[src/shared/btc_pkg.sv]
// Shared types and constants for the bus cycle termination block
package btc_pkg;

  // Core clocks between two even bus states (N to N+2)
  localparam int unsigned SAMPLE_DIV = 1;
  localparam int unsigned DIV_W      = 4;

  // Exception vectors and their table offsets
  localparam logic [7:0] VEC_NUM_FAULT   = 8'h02;
  localparam logic [7:0] VEC_OFF_FAULT   = 8'h08;
  localparam logic [7:0] VEC_NUM_ILLEGAL = 8'h00;
  localparam logic [7:0] VEC_OFF_ILLEGAL = 8'h00;

  // Variant selection: 0 basic, 1 late error detection after acknowledge
  localparam bit LATE_FAULT_DEF = 1'b0;

  // Termination inputs, active low as on the pins
  typedef struct packed {
    logic transfer_ack_n;
    logic bus_fault_n;
    logic halt_req_n;
  } btc_pins_s;

  // All three inputs negated
  localparam btc_pins_s PINS_IDLE = '{transfer_ack_n: 1'b1, bus_fault_n: 1'b1, halt_req_n: 1'b1};

  // Gray codes along idle, sample, confirm and the waits
  typedef enum logic [2:0] {
    ST_IDLE       = 3'h0,
    ST_SAMPLE     = 3'h1,
    ST_CONFIRM    = 3'h3,
    ST_HALT_WAIT  = 3'h2,
    ST_RETRY_WAIT = 3'h6,
    ST_TRAP_WAIT  = 3'h7
  } btc_state_e;

  typedef enum logic [2:0] {
    OUT_NONE    = 3'h0,
    OUT_NORMAL  = 3'h1,
    OUT_HALT    = 3'h2,
    OUT_TRAP    = 3'h3,
    OUT_RETRY   = 3'h4,
    OUT_ILLEGAL = 3'h5
  } btc_outcome_e;

endpackage

[src/verilog/btc_sync.sv]
// Two-stage synchroniser for the termination input pins
`timescale 1ns/100ps
module btc_sync
(
  input  wire logic              core_clk,
  input  wire logic              sys_rst,
  input  wire btc_pkg::btc_pins_s pins_in,
  output      btc_pkg::btc_pins_s pins_out
);

  typedef struct packed {
    btc_pkg::btc_pins_s meta;
    btc_pkg::btc_pins_s stable;
  } btc_sync_s;

  btc_sync_s s_r;
  btc_sync_s s_nxt;

  // First stage feeds only the second stage
  always_comb
  begin
    s_nxt        = s_r;
    s_nxt.meta   = pins_in;
    s_nxt.stable = s_r.meta;
  end

  // Reset to negated so no phantom termination at start-up
  always_ff @(posedge core_clk or posedge sys_rst)
  begin
    if (sys_rst)
    begin
      s_r <= '{meta: btc_pkg::PINS_IDLE, stable: btc_pkg::PINS_IDLE};
    end
    else
    begin
      s_r <= s_nxt;
    end
  end

  assign pins_out = s_r.stable;

endmodule

[src/verilog/btc_term.sv]
// Bus cycle termination decision logic
// Overview of operation
// - Inputs are sampled at even state N and N+2; outcome uses both.
// - Acknowledge alone ends the cycle normally and continues.
// - Halt with or before acknowledge: normal end, then halt until halt negates.
// - Fault with or before acknowledge, no halt: abort and take fault trap.
// - Fault only at N+2 after acknowledge: basic ends normally, late variant traps.
// - Fault and halt with or before acknowledge: abort, retry after halt negates.
// - Fault and halt only at N+2: basic ends normally, late variant retries.
// - Wrong release order during rerun traps through vector number 0.
// - Fault still asserted at next cycle start ends that cycle as fault.
// - Fault abort fetches vector entry 2 at offset 08 and starts handler.
// - Retry floats address and data until halt negates, then repeats the cycle.
// - Read-modify-write cycles never retry; a fault that aborts one traps.
`timescale 1ns/100ps
module btc_term
#(
  parameter bit          LATE_FAULT_EN = btc_pkg::LATE_FAULT_DEF,
  parameter int unsigned SAMPLE_DIV    = btc_pkg::SAMPLE_DIV
)
(
  input  wire logic                 core_clk,
  input  wire logic                 sys_rst,
  input  wire logic                 transfer_ack_n,
  input  wire logic                 bus_fault_n,
  input  wire logic                 halt_req_n,
  input  wire logic                 cycle_start,
  input  wire logic                 rmw_cycle,
  output      logic                 cycle_done,
  output      btc_pkg::btc_outcome_e cycle_outcome,
  output      logic                 trap_req,
  output      logic [7:0]           trap_vec_off,
  output      logic                 rerun_req,
  output      logic                 bus_float,
  output      logic                 cpu_halted
);
  typedef struct packed {
    btc_pkg::btc_state_e   state;
    logic [btc_pkg::DIV_W-1:0] div_cnt;
    logic                  n_ack;
    logic                  n_fault;
    logic                  n_halt;
    logic                  halt_seen;
    logic                  rmw;
    logic                  fault_clr;
    logic                  done;
    btc_pkg::btc_outcome_e outcome;
    logic                  trap;
    logic [7:0]            vec;
    logic                  rerun;
    logic                  flt;
    logic                  halted;
  } btc_term_s;
  localparam logic [btc_pkg::DIV_W-1:0] DIV_LAST = btc_pkg::DIV_W'(SAMPLE_DIV - 1);
  btc_pkg::btc_pins_s pins_sync;
  btc_term_s          s_r;
  btc_term_s          s_nxt;
  logic               p_ack;
  logic               p_fault;
  logic               p_halt;
  logic               sample_en;
  // Pins come from another party, so two flops before any decision
  btc_sync i_btc_sync
  (
    .core_clk (core_clk),
    .sys_rst  (sys_rst),
    .pins_in  ({transfer_ack_n, bus_fault_n, halt_req_n}),
    .pins_out (pins_sync)
  );
  // Asserted-high views of the synchronised pins
  assign p_ack     = ~pins_sync.transfer_ack_n;
  assign p_fault   = ~pins_sync.bus_fault_n;
  assign p_halt    = ~pins_sync.halt_req_n;
  assign sample_en = (s_r.div_cnt == DIV_LAST);
  // Abort kind: read-modify-write never retries, so halt is moot there
  function automatic btc_pkg::btc_outcome_e abort_kind(input logic halt, input logic rmw);
    abort_kind = (halt && !rmw) ? btc_pkg::OUT_RETRY : btc_pkg::OUT_TRAP;
  endfunction
  // Next-state logic
  always_comb
  begin
    s_nxt         = s_r;
    s_nxt.done    = 1'b0;
    s_nxt.trap    = 1'b0;
    s_nxt.rerun   = 1'b0;
    s_nxt.div_cnt = sample_en ? '0 : s_r.div_cnt + 1'b1;
    case (s_r.state)
      btc_pkg::ST_IDLE:
      begin
        s_nxt.div_cnt = '0;
        if (cycle_start)
        begin
          s_nxt.rmw       = rmw_cycle;
          s_nxt.halt_seen = 1'b0;
          s_nxt.state     = btc_pkg::ST_SAMPLE;
          // Leftover fault from the last cycle ends this one at once
          if (p_fault)
          begin
            s_nxt.done    = 1'b1;
            s_nxt.outcome = btc_pkg::OUT_TRAP;
            s_nxt.trap    = 1'b1;
            s_nxt.vec     = btc_pkg::VEC_OFF_FAULT;
            s_nxt.flt     = 1'b1;
            s_nxt.state   = btc_pkg::ST_TRAP_WAIT;
          end
        end
      end
      btc_pkg::ST_SAMPLE:
      begin
        // Even state N: wait states until acknowledge or fault
        if (sample_en)
        begin
          s_nxt.n_ack     = p_ack;
          s_nxt.n_fault   = p_fault;
          s_nxt.n_halt    = p_halt;
          s_nxt.halt_seen = s_r.halt_seen | p_halt;
          if (p_ack || p_fault)
          begin
            s_nxt.state = btc_pkg::ST_CONFIRM;
          end
        end
      end
      btc_pkg::ST_CONFIRM:
      begin
        // Even state N+2: resolve the outcome
        if (sample_en)
        begin
          s_nxt.done = 1'b1;
          if (s_r.n_fault)
          begin
            s_nxt.outcome = abort_kind(s_r.n_halt | p_halt, s_r.rmw);
          end
          else if (LATE_FAULT_EN && p_fault)
          begin
            s_nxt.outcome = abort_kind(p_halt, s_r.rmw);
          end
          else if (s_r.halt_seen)
          begin
            s_nxt.outcome = btc_pkg::OUT_HALT;
          end
          else
          begin
            s_nxt.outcome = btc_pkg::OUT_NORMAL;
          end
          case (s_nxt.outcome)
            btc_pkg::OUT_TRAP:
            begin
              s_nxt.trap  = 1'b1;
              s_nxt.vec   = btc_pkg::VEC_OFF_FAULT;
              s_nxt.flt   = 1'b1;
              s_nxt.state = btc_pkg::ST_TRAP_WAIT;
            end
            btc_pkg::OUT_RETRY:
            begin
              s_nxt.flt       = 1'b1;
              s_nxt.fault_clr = 1'b0;
              s_nxt.state     = btc_pkg::ST_RETRY_WAIT;
            end
            btc_pkg::OUT_HALT:
            begin
              s_nxt.halted = 1'b1;
              s_nxt.flt    = 1'b1;
              s_nxt.state  = btc_pkg::ST_HALT_WAIT;
            end
            default:
            begin
              s_nxt.state = btc_pkg::ST_IDLE;
            end
          endcase
        end
      end
      btc_pkg::ST_HALT_WAIT:
      begin
        // Stay halted and off the bus until halt is released
        if (!p_halt)
        begin
          s_nxt.halted = 1'b0;
          s_nxt.flt    = 1'b0;
          s_nxt.state  = btc_pkg::ST_IDLE;
        end
      end
      btc_pkg::ST_RETRY_WAIT:
      begin
        if (!p_fault)
        begin
          s_nxt.fault_clr = 1'b1;
        end
        if (!p_halt)
        begin
          // Halt must outlast fault by a cycle, else the rerun is unsafe
          if (p_fault || !s_r.fault_clr)
          begin
            s_nxt.done    = 1'b1;
            s_nxt.outcome = btc_pkg::OUT_ILLEGAL;
            s_nxt.trap    = 1'b1;
            s_nxt.vec     = btc_pkg::VEC_OFF_ILLEGAL;
            s_nxt.state   = p_fault ? btc_pkg::ST_TRAP_WAIT : btc_pkg::ST_IDLE;
            s_nxt.flt     = p_fault;
          end
          else
          begin
            s_nxt.rerun     = 1'b1;
            s_nxt.flt       = 1'b0;
            s_nxt.halt_seen = 1'b0;
            s_nxt.div_cnt   = '0;
            s_nxt.state     = btc_pkg::ST_SAMPLE;
          end
        end
      end
      btc_pkg::ST_TRAP_WAIT:
      begin
        // Bus stays floated while fault is held
        if (!p_fault)
        begin
          s_nxt.flt   = 1'b0;
          s_nxt.state = btc_pkg::ST_IDLE;
        end
      end
      default:
      begin
        s_nxt.state = btc_pkg::ST_IDLE;
      end
    endcase
  end
  // State register
  always_ff @(posedge core_clk or posedge sys_rst)
  begin
    if (sys_rst)
    begin
      s_r <= '{state: btc_pkg::ST_IDLE, outcome: btc_pkg::OUT_NONE, default: '0};
    end
    else
    begin
      s_r <= s_nxt;
    end
  end
  // Outputs come straight from state flops
  assign cycle_done    = s_r.done;
  assign cycle_outcome = s_r.outcome;
  assign trap_req      = s_r.trap;
  assign trap_vec_off  = s_r.vec;
  assign rerun_req     = s_r.rerun;
  assign bus_float     = s_r.flt;
  assign cpu_halted    = s_r.halted;
endmodule

[config.mk]
export PLATFORM = sky130hd
export DESIGN_NAME = btc_term
export DESIGN_NICKNAME = d
export VERILOG_FILES = /design/src/shared/btc_pkg.sv /design/src/verilog/btc_sync.sv /design/src/verilog/btc_term.sv
export SDC_FILE = /design/constraint.sdc
export NUM_CORES = 1
export LEC_CHECK = 0
export BUFFER_PORTS_ARGS = -buffer_cell sky130_fd_sc_hd__buf_2
export CELL_PAD_IN_SITES_DETAIL_PLACEMENT = 2
export CELL_PAD_IN_SITES_GLOBAL_PLACEMENT = 2
export CORE_MARGIN = 3
export CORE_UTILIZATION = 27
export CTS_BUF_LIST = sky130_fd_sc_hd__clkbuf_16
export CTS_CLUSTER_SIZE = 14
export DETAILED_ROUTE_END_ITERATION = 10
export GPL_ROUTABILITY_DRIVEN = 0
export PLACE_DENSITY_LB_ADDON = 0.1
export SYNTH_ARGS = -nofsm -noshare
export SYNTH_HDL_FRONTEND = slang
export SYNTH_SLANG_ARGS = --single-unit
export TNS_END_PERCENT = 30
[constraint.sdc]
create_clock -name core_clk -period 2.7 [get_ports core_clk]
set_clock_uncertainty 0.15 [all_clocks]
set_input_delay 0.405 -clock core_clk [delete_from_list [all_inputs] [get_ports core_clk]]
set_output_delay 0.405 -clock core_clk [all_outputs]
set_load 0.02 [all_outputs]
=== Word level (Yosys, flattened, before mapping) ===
Cells that the tools add are included.

* Bits in registers: 34
* Input port bits: 7
* Output and inout port bits: 16
* Logic and storage cells: 118

* Add/subtract/negate cells: 1
* Equality and inequality tests: 23
* Muxes and demuxes: 47
* Bitwise logic cells: 5
* Reductions and logical operators: 22

{| class="wikitable"
|+ Operators by type and width
! operator !! count
|-
| $mux 13 || 3
|-
| $mux 3 || 13
|-
| $pmux 13 s3 || 1
|-
| $pmux 3 s6 || 1
|-
| $ne 2x2->1 const B || 8
|-
| $mux 15 || 1
|-
| $mux 14 || 1
|-
| $ne 2x1->1 const B || 7
|-
| $reduce_and 7->1 || 2
|-
| $mux 1 || 13
|-
| $eq 3x2->1 const B || 4
|-
| $eq 3x3->1 const B || 3
|-
| $mux 9 || 1
|-
| $pmux 3 s3 || 1
|-
| $mux 2 || 4
|-
| $mux 4 || 2
|-
| $pmux 4 s2 || 1
|-
| $reduce_and 4->1 || 2
|-
| $reduce_and 8->1 || 1
|-
| $mux 7 || 1
|-
| $reduce_and 6->1 || 1
|-
| $reduce_bool 3->1 || 2
|-
| $pmux 1 s5 || 1
|-
| $reduce_and 5->1 || 1
|-
| other kinds (15) || 23
|}

=== Depth between registers and ports, before layout ===
* Depth after elaboration: 12
* Depth in mapped cells: 7
* Mapped depth without buffers: 7

=== By module ===
From an unflattened synthesis, not the netlist that was laid out.

* Cell total of the unflattened synthesis: 153
* Area, all modules: 1492.7 sq um

{| class="wikitable"
|+ By module, submodules not included
! module !! instances !! cells each !! area an instance (sq um) !! seq. area each (sq um)
|-
| btc_term || 1 || 146 || 1331.3 || 525.5
|-
| btc_sync || 1 || 7 || 161.4 || 157.7
|}

=== Least setup slack after synthesis ===
OpenSTA, ideal clock, no wires.

* Kind: reg2reg
* Start point: register s_r[22] in the netlist's numbering
* End point: register s_r, in the netlist cycle_outcome[0]
* Library setup time: 124 ps
* Data arrival time: 1556 ps
* Data required time: 2426 ps
* Path slack: 870 ps
* Stages on the path, launching flop included: 8
* Buffers on the path: 0
* Period minus slack after synthesis: 1830 ps
* Cell sequence: dfrtp_1 > inv_1 > ha_1 > nor3b_4 > nor2_2 > a211oi_4 > nand2_2 > a211o_1

* Cells in the longest elaborated chain, start to end: 3

{| class="wikitable"
|+ RTL lines
! what !! RTL line !! text
|-
| start, declared || btc_term.sv:56 || <nowiki>btc_term_s s_r;</nowiki>
|-
| start signal, assigned || btc_term.sv:234 || <nowiki>s_r <= s_nxt;</nowiki>
|-
| $logic_not 4->1 || btc_term.sv:74 || <nowiki>assign sample_en = (s_r.div_cnt == DIV_LAST);</nowiki>
|-
| $ne 2x2->1 (no line) || - ||
|-
| $reduce_and 6->1 (no line) || - ||
|}

No other way between the ends.
A chain may end at the register's enable or synchronous reset.

=== Final worst setup path ===
* Start point: register s_r[22] in the netlist's numbering
* End point: register s_r, in the netlist cycle_outcome[1]

The elaborated chain is that of the path after synthesis.

==> out/summary.txt <==
outcome -> complete, no violations
core area -> 4910 sq um
flops & latches, synth -> 27
DP Wirelength -> 2.76 mm
max_slew headroom -> 37.3%
CTS tree -> yes
kind of critical path -> flip-flop to flip-flop
cts hold-fix bufs -> 0
Fin. Hold Viols -> 0
Worst-Skew Late Latency -> 0.26 ns
leading register cell type out of synthesis -> dfrtp_1
Synthesis Warnings -> 0
commonest non-fill, non-tap cells in the layout -> dfrtp_1, buf_2, nor2_1, nand2_1, o21ai_0
antenna-violating nets left -> 0
worst endpoint required time -> 2.70 ns
setup tns final -> 0 ns
Placed Area -> 1500 sq um
P_leak -> 0.000712 uW
Max Cap Violations -> 0
vias in the first global route -> 1156
Seq/Total Area, Yosys -> 47.9%
CTS resizes -> 0
FP Rows -> 25
unrepaired setup endpoints after global routing -> false
Port Buffers -> 15
Compound-Gate Fraction of Synth Area -> 19.6%
drt wl/cell -> 17.4 um
Clock transition at path regs -> 0.07 ns
root buffer cell -> clkbuf_16
Slew Viols, Final -> 0
fin crit period -> 2.07 ns
worst hold path class -> input port to flip-flop
via count -> 1063
die width -> 78.7 um
Max H-tree Level -> 1
fin crit share -> 76.7%
family with the most delay on the worst path -> simple AND/OR/NAND/NOR gates
post-synthesis xor/xnor area fraction -> 1.23%
share of the synthesized area in the top cell type -> 36.9%
Slew @ Worst Pin -> 0.939 ns
Via-to-Cell Ratio -> 4.81
Detailed Route Iter0 Violations -> 59
crit path cell chain -> inv_1 > ha_1 > nor3b_4 > nor2_2 > a211oi_4 > nand2_2 > a211o_1
Synth Area in Adders -> 1.76%
CP max stage cell -> dfrtp_1
most common cell after layout, fill and taps aside -> dfrtp_1
startpoint types -> flip-flop
Antenna Cells -> 0
CP max stage delay -> 0.41 ns
CP endpoint kind -> flip-flop
first-pass GRT wire length -> 6.45 mm
Die Span Y -> 78.7 um
EDFF count, synth -> 0
initial antenna violation count -> 0
post-synth top area cell -> dfrtp_1
area grow syn2layout -> 11.3%
fin area -> 1590 sq um
syn_area_per_cell -> 9.90 sq um
CP bufs+invs -> 1
GRT Residual Overflow -> 0
# clock sinks -> 27
Gate Count Post-Synth -> 144
post-synthesis simple-gate area fraction -> 18.3%
Post-synth ARST share -> 100%
final WL -> 3.85 mm
layout cells sized above 1 -> 26.6%
Yosys cell types -> 45
total die area -> 6190 sq um
dominant cells by area after synthesis -> dfrtp_1, dfstp_2, buf_4
Post-layout nets -> 164
# DRC -> 0
setup repair bufs after CTS -> 0
Worst EP arrival -> 2.07 ns
worst vdd ir -> 367 uV
Initial Utilization -> 29.0%
Max clock buf depth -> 2
pwr/cell area -> 1090 nW/um^2
main combinational cell family by area after synthesis -> compound AO/OA/AOI/OAI gates
maximum number of pins on one net before global-route repair -> 24
Top Ports -> 23
Synth Cell Area -> 1430 sq um
Peak Freq -> 0.483 GHz
Setup-failing EPs final -> 0
crit path max fanout -> 7
number of buffers created by CTS -> 3
first drt pass iteration count -> 4
GRT Util Overall -> 13.5%
post-synthesis mux area share -> 0.790%
## cells by family (layout without fill, tap and decap cells)
group,count (synthesis),count (layout)
flops,27,27
other cells,1,7
simple gates,49,49
mux,1,1
buf+inv,24,28
xor+xnor,2,2
compound gates,38,38
fa+ha+maj,2,2
## path summary, 6_finish.rpt
check                                    start                endpoint  slack [ns]  cells after the start
setup reg to reg                       s_r[22]        cycle_outcome[1]        0.63                      7
hold reg to reg            i_btc_sync.s_nxt[2]  i_btc_sync.pins_out[2]        0.21                      0
setup / recovery                       s_r[22]        cycle_outcome[1]        0.63                      7
hold / removal                      halt_req_n     i_btc_sync.s_nxt[0]        0.08                      1
max in group asynchronous              sys_rst  i_btc_sync.pins_out[1]        1.50                      3
min in group asynchronous              sys_rst         trap_vec_off[3]        0.19                      2
## cells in the mapped netlist, drive strengths merged, types with 3 or more instances
cell type and number:
buf 16, nor2 13, nand2b 4, dfstp 6, nand2 13, inv 7, nor3 5, o21ai 12
dfrtp 21, nor2b 3, o31ai 3, a21oi 9
## worst reg2reg max path: cells and delay by family (launching register included)
kind | cells | cell delay [ns]
fa+ha+maj | 1 | 0.14
buf+inv | 1 | 0.08
flops | 1 | 0.41
compound gates | 2 | 0.60
simple gates | 3 | 0.59
## area by class of cell
cell class                 count  area, sq um
tap                           67         83.8
multi-input combinational     99          621
inverter                       7         26.3
clock inverter                 1         7.51
timing repair buffer          17         90.1
sequential                    27          683
clock buffer                   3         75.1
fill                         576         3320
## flip-flops by register name (all words and copies together), names as in the netlist
| signal | cells |
|---|---|
| bus_float | 1 |
| i_btc_sync.s_nxt | 3 |
| rerun_req | 1 |
| trap_vec_off | 1 |
| cycle_outcome | 3 |
| trap_req | 1 |
| i_btc_sync.pins_out | 3 |
| s_r | 12 |
| cpu_halted | 1 |
| cycle_done | 1 |
## routing by layer
layer / wire length (um) / track usage [%] / vias to the layer above / part of all wire (%)
met5: 0 / 0 / - / 0
met4: 50 / 3.67 / 0 / 1.3
met2: 1910 / 23.3 / 19 / 50
met3: 94 / 1.72 / 4 / 2.4
li1: - / - / 494 / -
met1: 1790 / 17.8 / 546 / 47
## power breakdown
group          switching [uW]  internal [uW]
Combinational             438            269
Clock                     148            202
Sequential                159            519
Total                     746            990
## stage by stage
stage / worst slack [ns] / hold slack, ns / power, uW / std cells / utilization, %
after CTS: 0.607 / 0.0756 / 1760 / 221 / 32.3
after global routing: 0.476 / 0.0698 / 1880 / 221 / 32.3
final: 0.630 / 0.0820 / 1740 / 221 / 32.3
after global placement: 0.668 / 0.196 / 1360 / 217 / 30.6
after floorplan: 0.870 / 0.195 / 1210 / 150 / -
after detailed placement: 0.611 / 0.197 / 1390 / 217 / 30.6
(Power assumes the default switching activity.)
